File: src/common/pad_mux_pkg.sv
/*
  Constants and carrier types for the external bus / GPIO pad multiplexer.
  Assumes a 32-bit APB register bus and one pad group of eight shared pins.
*/
`default_nettype none
package pad_mux_pkg;
  localparam int unsigned NPIN = 8;
  localparam int unsigned PF_W = 7;
  localparam int unsigned PF_LSB = 9;
  localparam int unsigned PB_BIT = 0;
  localparam int unsigned DRV_BIT = 0;
  localparam int unsigned STAT_ACTIVE_BIT = 16;
  localparam int unsigned STAT_STRAP_BIT = 17;
  localparam logic [7:0] OFS_BUS_CTRL = 8'h00;
  localparam logic [7:0] OFS_PB_PER = 8'h04;
  localparam logic [7:0] OFS_PB_DDR = 8'h08;
  localparam logic [7:0] OFS_PB_DR = 8'h0C;
  localparam logic [7:0] OFS_PB_PUR = 8'h10;
  localparam logic [7:0] OFS_PF_PER = 8'h14;
  localparam logic [7:0] OFS_PF_DDR = 8'h18;
  localparam logic [7:0] OFS_PF_DR = 8'h1C;
  localparam logic [7:0] OFS_PF_PUR = 8'h20;
  localparam logic [7:0] OFS_PIN_STATUS = 8'h24;
  localparam logic [6:0] RST_PF_PER = 7'h7F;
  localparam logic [7:0] RST_PIN_ZERO = 8'h00;
  localparam logic [7:0] RST_PIN_ONES = 8'hFF;
  localparam logic RST_DRV = 1'b0;

  typedef logic [NPIN-1:0] pin_t;
  typedef enum logic {ST_STRAP, ST_RUN} phase_e;

  // Pin index 0 is port B pin 0, indices 1 to 7 are port F pins 9 to 15.
  typedef struct packed {
    pin_t dout;
    pin_t oe_n;
    pin_t pull_en;
  } pad_ctl_s;

  typedef struct packed {
    logic active;
    logic addr16;
    logic data_oe;
    logic [PF_W-1:0] data_out;
  } ext_bus_s;
endpackage : pad_mux_pkg
`default_nettype wire

File: src/hw/ext_bus_gpio_pad_mux.sv
/*
  Pad multiplexer for port B pin 0 / address bit 16 and port F pins 9-15 / data lines 0-6,
  with its APB register file.
  Assumes the bus timing engine supplies the ext_bus_s signals and that pad inputs are
  synchronous to CLOCK.
*/
// The address map and the APB register port were decided locally.
// Notes on behaviour
// - With its function bit clear, port B pin 0 is a GPIO whose direction software sets.
// - With its function bit set, port B pin 0 carries address bit 16 of external accesses.
// - Address bit 16 floats on an idle bus unless the bus idle drive bit is set.
// - After reset port B pin 0 starts as GPIO or address from boot, mode and security straps.
// - A write to the port B function register overrides the startup choice.
// - Setting bit 0 of the port B pull-up register turns the pull-up of pin 0 off.
// - In bus mode port F pins 9-15 carry data lines 0-6 of external transfers.
// - The data lines float on an idle bus unless the bus idle drive bit is set.
// - Each port F pin 9-15 has its own direction bit as a GPIO.
// - Reset gives port F pins 9-15 to the data bus function.
// - Setting bit n of the port F pull-up register turns the pull-up of pin n off.
`timescale 1ns/10ps
`default_nettype none
module ext_bus_gpio_pad_mux (
  input wire logic CLOCK,
  input wire logic NRST,
  input wire logic PSEL,
  input wire logic PENABLE,
  input wire logic PWRITE,
  input wire logic [7:0] PADDR,
  input wire logic [31:0] PWDATA,
  output var logic PREADY,
  output var logic [31:0] PRDATA,
  output var logic PSLVERR,
  input wire pad_mux_pkg::ext_bus_s EXT_BUS,
  output var logic [pad_mux_pkg::PF_W-1:0] EXT_DATA_IN,
  input wire logic EXTERNAL_BOOT_STRAP,
  input wire logic BUS_MODE_STRAP,
  input wire logic FLASH_SECURE,
  input wire pad_mux_pkg::pin_t PAD_IN,
  output var pad_mux_pkg::pad_ctl_s PAD_CTL
);
  import pad_mux_pkg::*;

  typedef struct packed {
    phase_e phase;
    logic strap_addr;
    logic drv;
    pin_t per;
    pin_t ddr;
    pin_t dr;
    pin_t pur;
    pad_ctl_s pad;
    logic [PF_W-1:0] data_in;
    logic pready;
    logic pslverr;
    logic [31:0] prdata;
  } state_s;

  state_s s_q;
  state_s s_d;
  pin_t bus_val;
  pin_t bus_out;
  pin_t nxt_dout;
  pin_t nxt_oe_n;
  logic access;
  logic wr;
  logic strap_fn;
  logic addr_mapped;

  assign access = PSEL && PENABLE;
  assign wr = access && s_q.pready && PWRITE;
  // Address bit 16 is wanted whenever booting externally, or in bus mode on an open part.
  assign strap_fn = EXTERNAL_BOOT_STRAP || (BUS_MODE_STRAP && !FLASH_SECURE);
  // Offsets outside the map answer with an error and leave every register alone.
  assign addr_mapped = PADDR inside {OFS_BUS_CTRL, OFS_PB_PER, OFS_PB_DDR, OFS_PB_DR,
    OFS_PB_PUR, OFS_PF_PER, OFS_PF_DDR, OFS_PF_DR, OFS_PF_PUR, OFS_PIN_STATUS};

  assign bus_val[0] = EXT_BUS.addr16;
  assign bus_out[0] = 1'b1;
  assign bus_val[NPIN-1:1] = EXT_BUS.data_out;
  assign bus_out[NPIN-1:1] = {PF_W{EXT_BUS.data_oe}};

  for (genvar i = 0; i < NPIN; i++) begin : g_pin
    always_comb begin
      if (s_q.per[i]) begin
        nxt_dout[i] = bus_val[i];
        // Idle lines are driven with the current EXT_BUS values only when told to.
        nxt_oe_n[i] = EXT_BUS.active ? !bus_out[i] : !s_q.drv;
      end else begin
        nxt_dout[i] = s_q.dr[i];
        nxt_oe_n[i] = !s_q.ddr[i];
      end
    end

  end

  always_comb begin
    s_d = s_q;
    s_d.pready = 1'b0;
    s_d.pslverr = 1'b0;
    s_d.prdata = 32'h0000_0000;
    s_d.pad.dout = nxt_dout;
    s_d.pad.oe_n = nxt_oe_n;
    s_d.pad.pull_en = ~s_q.pur;
    s_d.data_in = PAD_IN[NPIN-1:1];
    // One wait state lets the read data and the answer come from flip-flops.
    if (access && !s_q.pready) begin
      s_d.pready = 1'b1;
      unique case (PADDR)
        OFS_BUS_CTRL: s_d.prdata[DRV_BIT] = s_q.drv;
        OFS_PB_PER: s_d.prdata[PB_BIT] = s_q.per[0];
        OFS_PB_DDR: s_d.prdata[PB_BIT] = s_q.ddr[0];
        OFS_PB_DR: s_d.prdata[PB_BIT] = s_q.dr[0];
        OFS_PB_PUR: s_d.prdata[PB_BIT] = s_q.pur[0];
        OFS_PF_PER: s_d.prdata[PF_LSB +: PF_W] = s_q.per[NPIN-1:1];
        OFS_PF_DDR: s_d.prdata[PF_LSB +: PF_W] = s_q.ddr[NPIN-1:1];
        OFS_PF_DR: s_d.prdata[PF_LSB +: PF_W] = s_q.dr[NPIN-1:1];
        OFS_PF_PUR: s_d.prdata[PF_LSB +: PF_W] = s_q.pur[NPIN-1:1];
        OFS_PIN_STATUS: begin
          s_d.prdata[PB_BIT] = PAD_IN[0];
          s_d.prdata[PF_LSB +: PF_W] = PAD_IN[NPIN-1:1];
          s_d.prdata[STAT_ACTIVE_BIT] = EXT_BUS.active;
          s_d.prdata[STAT_STRAP_BIT] = s_q.strap_addr;
        end
        default: s_d.pslverr = 1'b1;
      endcase
    end
    if (s_q.phase == ST_STRAP) begin
      s_d.phase = ST_RUN;
      s_d.strap_addr = strap_fn;
      s_d.per[0] = strap_fn;
    end
    if (wr) begin
      unique case (PADDR)
        OFS_BUS_CTRL: s_d.drv = PWDATA[DRV_BIT];
        OFS_PB_PER: s_d.per[0] = PWDATA[PB_BIT];
        OFS_PB_DDR: s_d.ddr[0] = PWDATA[PB_BIT];
        OFS_PB_DR: s_d.dr[0] = PWDATA[PB_BIT];
        OFS_PB_PUR: s_d.pur[0] = PWDATA[PB_BIT];
        OFS_PF_PER: s_d.per[NPIN-1:1] = PWDATA[PF_LSB +: PF_W];
        OFS_PF_DDR: s_d.ddr[NPIN-1:1] = PWDATA[PF_LSB +: PF_W];
        OFS_PF_DR: s_d.dr[NPIN-1:1] = PWDATA[PF_LSB +: PF_W];
        OFS_PF_PUR: s_d.pur[NPIN-1:1] = PWDATA[PF_LSB +: PF_W];
        default: s_d.phase = s_d.phase;
      endcase
    end
  end

  always_ff @(posedge CLOCK or negedge NRST) begin
    if (!NRST) begin
      s_q.phase <= ST_STRAP;
      s_q.strap_addr <= 1'b0;
      s_q.drv <= RST_DRV;
      s_q.per <= {RST_PF_PER, 1'b0};
      s_q.ddr <= RST_PIN_ZERO;
      s_q.dr <= RST_PIN_ZERO;
      s_q.pur <= RST_PIN_ZERO;
      s_q.pad.dout <= RST_PIN_ZERO;
      s_q.pad.oe_n <= RST_PIN_ONES;
      s_q.pad.pull_en <= RST_PIN_ONES;
      s_q.data_in <= RST_PF_PER ^ RST_PF_PER;
      s_q.pready <= 1'b0;
      s_q.pslverr <= 1'b0;
      s_q.prdata <= 32'h0000_0000;
    end else begin
      s_q <= s_d;
    end
  end

  assign PREADY = s_q.pready;
  assign PRDATA = s_q.prdata;
  assign PSLVERR = s_q.pslverr;
  assign PAD_CTL = s_q.pad;
  assign EXT_DATA_IN = s_q.data_in;
endmodule : ext_bus_gpio_pad_mux
`default_nettype wire

File: config.mk
export PLATFORM = sky130hd
export DESIGN_NAME = ext_bus_gpio_pad_mux
export DESIGN_NICKNAME = d
export VERILOG_FILES = /design/src/common/pad_mux_pkg.sv /design/src/hw/ext_bus_gpio_pad_mux.sv
export SDC_FILE = /design/constraint.sdc
export NUM_CORES = 1
export LEC_CHECK = 0
export BUFFER_PORTS_ARGS = -buffer_cell sky130_fd_sc_hd__buf_2
export CAP_MARGIN = 20
export CORE_MARGIN = 2
export CORE_UTILIZATION = 35
export DETAILED_ROUTE_END_ITERATION = 8
export PLACE_DENSITY = 0.58
export SYNTH_ARGS = -nofsm -noshare
export SYNTH_HDL_FRONTEND = slang
export SYNTH_SLANG_ARGS = --single-unit
File: constraint.sdc
create_clock -name CLOCK -period 1.9 [get_ports CLOCK]
set_input_delay 0.38 -clock CLOCK [delete_from_list [all_inputs] [get_ports CLOCK]]
set_output_delay 0.38 -clock CLOCK [all_outputs]
set_load 0.01 [all_outputs]
==> reports/summary.txt, run 1 <==
================================================================================
Result of the run                                                      completed
Final net count                                                              435
Max frequency                                                          0.589 GHz
Core area                                                            0.0102 mm^2
Maximum clock skew at final layout                                       7.66 ps
Total die area                                                       0.0113 mm^2
Ordered list of cells on the worst path                             buf_2 > or4b_2 > nor2_8 > nand2_4 > mux2_1
Area growth syn-to-layout                                                  16.0%
Post-synthesis simple-gate area fraction                                  0.0784
Complex-gate fraction of the synthesized area                             0.0667
Hold path depth                                                                1
Final Hold Violating Endpoints                                                 0
Top cell type's share of synthesized area                                  0.376
TritonCTS buffer count                                                         9
Critical Path Start Type                                               input pin
Die Ht                                                                    106 um
Crit-path max cell delay                                                  820 ps
Post-CTS setup buffer count                                                    0
Max-cap violations                                                             0
Number of standard cells after synthesis                                     296
Maximum root-to-sink buffer count                                              2
Slowest CP cell                                                     sky130_fd_sc_hd__or4b_2
Netlist area before placement                                       0.00366 mm^2
Via count of the routed design                                              2246
TritonCTS clock tree                                                       built
Overflow left after global routing                                             0
Required time worst endpoint                                             2130 ps
Data arrival, critical path                                              1930 ps
Clock Sinks                                                                   78
Number of synthesis warnings                                                   0
Power per cell area                                                  756 mW/mm^2
Critical setup path kind                                            input pin to register
Number of ports placed on the die boundary                                   131
VDD IR max                                                            0.000259 V
TritonRoute pass-1 iters                                                       4
Skew-Pair Late Insertion Delay                                            350 ps
Most used flip-flop cell after synthesis                            sky130_fd_sc_hd__dfrtp_1
Routed Antenna Nets                                                            0
Final Wtd Congestion                                                       0.839
Share of the clock period used by the worst path                           0.893
Routed wire per std cell                                                 14.9 um
Post-synthesis cell type count                                                40
Post-synthesis sequential element count                                       78
Count of input and output buffers                                             84
Tmin final                                                               1700 ps
Start point of the critical path                                        PADDR[4]
Die Span X                                                                106 um
Total leakage power                                                      2.10 nW
Average cell area after synthesis                                      12.4 um^2
Root Buffer                                                         sky130_fd_sc_hd__clkbuf_8
Commonest non-fill, non-tap cells in the layout                     sky130_fd_sc_hd__buf_2 (83), sky130_fd_sc_hd__dfrtp_1 (55), sky130_fd_sc_hd__mux2_2 (39), sky130_fd_sc_hd__buf_4 (24)
Xor and xnor area share after synthesis                                        0
Fin area                                                            0.00424 mm^2
RSZ-0062 raised after global routing                                          no
Async set or reset register ratio after synthesis                           1.00
Cell accounting for the most synthesized area                       sky130_fd_sc_hd__dfrtp_1
Number of filler cells placed in the layout                                 1013
Top cells by area in the synthesized netlist                        sky130_fd_sc_hd__dfrtp_1 (38%), sky130_fd_sc_hd__dfstp_2 (17%), sky130_fd_sc_hd__buf_4 (13%), sky130_fd_sc_hd__mux2_2 (12%), sky130_fd_sc_hd__mux2_4 (2.9%)
Via count of the first global-routing pass                                  2339
Total global-route track usage                                             0.141
Final Setup Violations                                                         0
First-pass GRT wire length                                              12000 um
Critical path endpoint category                                         register
Largest fanout of any net on the critical path                                 7
Origin of the critical flop-to-flop path                                  PREADY
Final cell count without fillers                                             511
Register-to-Register Setup Slack                                          320 ps
Mux share of post-synthesis cell area                                      0.160
Cell area after placement                                           0.00402 mm^2
Critical path destination                                                s_q[66]
Antenna violations before repair                                               0
Routed Wire Length                                                       7600 um
HPWL after DPL                                                           5530 um
Path class of the lowest-slack min-delay path                       input pin to register
Adder-Cell Fraction of Synth Area                                              0
Worst-path clk slew                                                        80 ps
First DRT Iteration DRCs                                                     127
Number of instances in the placed design                                     493
Combinational family with the most area after synthesis             multiplexers
Number of enable-type register cells in the synthesized netlist                0
Worst reg2reg path depth                                                       4
Count of pins over their slew limit                                            0
Drt drc                                                                        0
Sequential share of the synthesized area                                   0.542
Post-Route Utilization                                                     0.414
Site Rows                                                                     37
Starting Density                                                           0.357
Fraction of final layout cells with drive strength greater than 1          0.543
Via density                                                                 4.40
Most common library cell in the layout ignoring fill and taps       sky130_fd_sc_hd__buf_2
Number of H-tree branching levels                                              3
Largest net degree at the start of global routing                             34
Critical R2R Capture                                                     s_q[73]
================================================================================
## state kept, by name, indices dropped and copies added (netlist names)
name / cells
PREADY: 1
PRDATA: 10
EXT_DATA_IN: 7
PAD_CTL: 24
PSLVERR: 1
s_q: 35
## worst max-delay path: cells and delay by family
family,cells,cell delay (ps)
AND/OR/NAND/NOR,3,1110
multiplexers,1,340
buffers and inverters,1,100
## metal layers
| metal | GRT usage | vias to the layer above | wire length, um |
|---|---|---|---|
| met5 | 0 | - | 0 |
| li1 | - | 1089 | - |
| met4 | 0.0677 | 0 | 133 |
| met1 | 0.173 | 1089 | 3310 |
| met2 | 0.239 | 58 | 3810 |
| met3 | 0.0282 | 10 | 351 |
## metrics by stage
stage | setup slack, ps | setup TNS [ps] | hold slack, ps | power [mW]
detailed placement | -151 | -3360 | 355 | 1.96
floorplan | -10.3 | -72.3 | 84.4 | 1.86
global route | 168 | 0 | 133 | 3.34
finish | 203 | 0 | 148 | 3.21
CTS | 223 | 0 | 124 | 3.26
global placement | -144 | -3130 | 348 | 1.95
## final cells by class
class / count / area [um^2] / area share
tap: 136 / 170 / 0.0401
clock inverter: 6 / 68.8 / 0.0162
sequential: 78 / 1980 / 0.467
multi-input combinational: 158 / 1210 / 0.284
timing repair buffer: 109 / 626 / 0.148
clock buffer: 10 / 138 / 0.0325
antenna: 1 / 2.50 / 0.000590
inverter: 13 / 48.8 / 0.0115
## where the power goes
part | leakage (nW) | total [mW] | switching (mW) | internal (mW)
Clock | 0.103 | 1.28 | 0.630 | 0.652
Combinational | 1.02 | 0.224 | 0.136 | 0.0886
Sequential | 0.975 | 1.70 | 0.0113 | 1.69
Total | 2.10 | 3.21 | 0.777 | 2.43
## cells by family after synthesis
| group | after synthesis |
|---|---|
| buffers and inverters | 81 |
| DFF | 78 |
| muxes | 50 |
| and+or+nand+nor | 47 |
| AOI/OAI and AO/OA | 38 |
| other | 2 |
## synth_stat cells, drive strengths merged (4+ instances only)
| cell | count |
|---|---|
| buf | 68 |
| a32oi | 7 |
| nand2 | 13 |
| or4b | 4 |
| inv | 13 |
| o21ai | 11 |
| dfstp | 23 |
| nor2 | 13 |
| dfrtp | 55 |
| mux2 | 47 |
| a22oi | 6 |
| or3 | 4 |
| a21oi | 10 |
## worst min-delay path by stage
stage / start / endpoint / slack, ps
6_report: PAD_IN[7] / EXT_DATA_IN[6] / 150
5_1_grt: PAD_IN[7] / EXT_DATA_IN[6] / 130
4_1_cts: PAD_IN[7] / EXT_DATA_IN[6] / 120
3_5_place_dp: NRST / PAD_CTL[16] / 350
3_3_place_gp: NRST / PAD_CTL[16] / 350
2_1_floorplan: NRST / EXT_DATA_IN[0] / 80
## what timing repair did
action / 4_1_cts / 5_1_grt
hold buffers: 1 / 0
endpoints found under the hold margin: 25 / 0
resized for setup: 0 / 0
(Power assumes the default switching activity.)
==> run 2, diff against run 1 <==
- CORE_UTILIZATION: 35 -> 54
- PLACE_DENSITY: 0.58 -> 0.84
- clock period: 1.9 -> 2.05 ns (I/O delays scaled with it)
==> run 2 against run 1 <==
Net effect: routed wire length is 6.5% lower; sequential power fell by 7%; clock power decreased by 3%; critical endpoint is now s_q[90]; via count rose by 1.1%; core utilization rose by 22 points; critical path type unchanged; setup slack improved by 100 ps.
==> reports/summary.txt, run 2 (synthesis gave the netlist of run 1 again) <==
================================================================================
Result of the run                                                      completed   unchanged
Setup TNS                                                                   0 ps   unchanged
Overall power consumption                                                3.01 mW   was 3.21 mW
Worst reg2reg path depth                                                       4   unchanged
Cell area after placement                                           0.00389 mm^2   was 0.00402 mm^2
Max frequency                                                          0.573 GHz
TritonCTS buffer count                                                         9   unchanged
Fin area                                                            0.00411 mm^2   was 0.00424 mm^2
Site Rows                                                                     29   was 37
Number of ports placed on the die boundary                                   131   unchanged
Final Wtd Congestion                                                       0.810   was 0.839
Via count of the first global-routing pass                                  2332   was 2339
Root Buffer                                                         sky130_fd_sc_hd__clkbuf_8   unchanged
Die Ht                                                                   86.3 um   was 106 um
Max FFs per register                                                          35   unchanged
Path class of the lowest-slack min-delay path                       input pin to asynchronous set/reset pin   was input pin to register
Maximum clock skew at final layout                                       8.73 ps   was 7.66 ps
Power per cell area                                                  734 mW/mm^2   was 756 mW/mm^2
Number of antenna repair diodes                                                0   was 1
Place WS                                                                -56.6 ps   was -151 ps
Share of the clock period used by the worst path                           0.852
Overflow left after global routing                                             0   unchanged
Final cell count without fillers                                             443   was 511
Combinational Power Share                                                  0.065   was 0.070
Family with the most delay on the worst path                        simple AND/OR/NAND/NOR gates   unchanged
Largest fanout of any net on the critical path                                 4   was 7
Total die area                                                      0.00744 mm^2   was 0.0113 mm^2
Required time worst endpoint                                             2320 ps   was 2130 ps
HPWL after DPL                                                           5030 um   was 5530 um
Number of instances in the placed design                                     427   was 493
Switching share of total power                                             0.228   was 0.242
Clock Sinks                                                                   78   unchanged
Critical path's most frequent cell                                  sky130_fd_sc_hd__buf_4
VDD IR max                                                            0.000365 V   was 0.000259 V
Number of filler cells placed in the layout                                  497   was 1013
First-pass GRT wire length                                              11400 um   was 12000 um
Largest reg by FF count                                                      s_q   unchanged
Count of input and output buffers                                             84   unchanged
Multi-input gate area                                               0.00120 mm^2   was 0.00121 mm^2
Die Span X                                                               86.3 um   was 106 um
Relative contribution of sequential cells to total power                   0.523   was 0.530
Resize count post-CTS                                                          0   unchanged
Final Hold Violating Endpoints                                                 0   unchanged
Routed Antenna Nets                                                            0   unchanged
TritonCTS clock tree                                                       built   unchanged
Commonest non-fill, non-tap cells in the layout                     sky130_fd_sc_hd__buf_2 (83), sky130_fd_sc_hd__dfrtp_1 (55), sky130_fd_sc_hd__mux2_2 (39), sky130_fd_sc_hd__dfstp_2 (23), sky130_fd_sc_hd__conb_1 (23)   was sky130_fd_sc_hd__buf_2 (83), sky130_fd_sc_hd__dfrtp_1 (55), sky130_fd_sc_hd__mux2_2 (39), sky130_fd_sc_hd__buf_4 (24)
Net switching power figure                                                686 uW   was 777 uW
Crit path buf inv count                                                        3   was 1
Routed Wire Length                                                       7110 um   was 7600 um
Portion of total power attributed to the clock network                     0.411   was 0.400
TritonRoute pass-1 iters                                                       4   unchanged
Core area                                                           0.00646 mm^2   was 0.0102 mm^2
Skew-Pair Late Insertion Delay                                            350 ps   about the same
Register-to-Register Setup Slack                                          430 ps   was 320 ps
Ordered list of cells on the worst path                             buf_2 > or4b_1 > buf_4 > nor3_2 > buf_4 > mux2_2   was buf_2 > or4b_2 > nor2_8 > nand2_4 > mux2_1
Origin of the critical flop-to-flop path                                  PREADY   unchanged
Max-cap violations                                                             0   unchanged
Critical path endpoint category                                         register   unchanged
RSZ-0062 raised after global routing                                          no   unchanged
Tmin final                                                               1750 ps
Critical Path Start Type                                               input pin   unchanged
Post-route setup slack                                                    304 ps   was 203 ps
CTS Hold Bufs                                                                  0   was 1
Post-CTS setup buffer count                                                    0   unchanged
Power Internal                                                           2.33 mW   was 2.43 mW
Slowest CP cell                                                     sky130_fd_sc_hd__or4b_1   was sky130_fd_sc_hd__or4b_2
Final Setup Violations                                                         0   unchanged
Number of H-tree branching levels                                              3   unchanged
Most common library cell in the layout ignoring fill and taps       sky130_fd_sc_hd__buf_2   unchanged
Via density                                                                 5.13   was 4.40
Critical setup path kind                                            input pin to register   unchanged
Total global-route track usage                                             0.206   was 0.141
Crit-path max cell delay                                                  570 ps   was 820 ps
Total leakage power                                                      2.06 nW   was 2.10 nW
Data arrival, critical path                                              2020 ps   was 1930 ps
First DRT Iteration DRCs                                                     112   was 127
Fraction of final layout cells with drive strength greater than 1          0.527   was 0.543
Starting Density                                                           0.566   was 0.357
Sequential cell area in the final layout                            0.00198 mm^2   unchanged
Largest net degree at the start of global routing                             42   was 34
Antenna violations before repair                                               0   unchanged
Routed wire per std cell                                                 16.0 um   was 14.9 um
Area growth syn-to-layout                                                  12.3%   was 16.0%
Critical R2R Capture                                                     s_q[73]   unchanged
Final net count                                                              427   was 435
Maximum root-to-sink buffer count                                              2   unchanged
Via count of the routed design                                              2271   was 2246
Worst-path clk slew                                                        80 ps   about the same
Drt drc                                                                        0   unchanged
Count of pins over their slew limit                                            0   unchanged
================================================================================
==> run 2: stage by stage <==
| stage | utilization | hold WS (ps) |
|---|---|---|
| after floorplan | - | 114 |
| final | 0.636 | 25.0 |
| after global routing | 0.636 | 45.9 |
| after detailed placement | 0.602 | 402 |
| after global placement | 0.602 | 394 |
| after CTS | 0.636 | 19.8 |
==> run 2: layout make-up <==
class	count	share of cell area
well taps	77	0.0235
flip-flops and latches	78	0.482
repair buffers	101	0.137
clock buffers	11	0.0320
clock inverters	5	0.0204
multi-input cells	158	0.293
inverters	13	0.0119
==> run 2: power by group through the flow <==
stage          sequential [mW]  combinational (mW)  clock, mW
4_1_cts                   1.58               0.198       1.27
6_report                  1.58               0.197       1.24
3_5_place_dp              1.60               0.197          0
5_1_grt                   1.58               0.220       1.34
2_1_floorplan             1.60               0.121          0
3_3_place_gp              1.60               0.192          0
==> run 2: per-layer routing <==
metal | track usage | vias up | share of wire
met4 | 0.111 | 0 | 0.025
li1 | - | 1070 | -
met3 | 0.0457 | 15 | 0.053
met2 | 0.335 | 94 | 0.49
met1 | 0.259 | 1092 | 0.43
met5 | 0 | - | 0
==> run 2: worst max-delay path by stage <==
| stage | start | to | slack, ps | depth (start not counted) |
|---|---|---|---|---|
| floorplan | PADDR[5] | s_q[74] | 40 | 5 |
| global placement | PADDR[5] | s_q[92] | -60 | 6 |
| detailed placement | PADDR[5] | s_q[90] | -60 | 6 |
| CTS | PADDR[5] | s_q[90] | 310 | 6 |
| global route | PADDR[5] | s_q[90] | 250 | 6 |
| finish | PADDR[5] | s_q[90] | 300 | 6 |
==> run 2: worst register-to-register path, stage by stage (launching register included) <==
cell	delay, ps
sky130_fd_sc_hd__dfrtp_1	380
sky130_fd_sc_hd__nand4_1	220
sky130_fd_sc_hd__or3_1	430
sky130_fd_sc_hd__nor2_1	150
sky130_fd_sc_hd__mux2_2	340
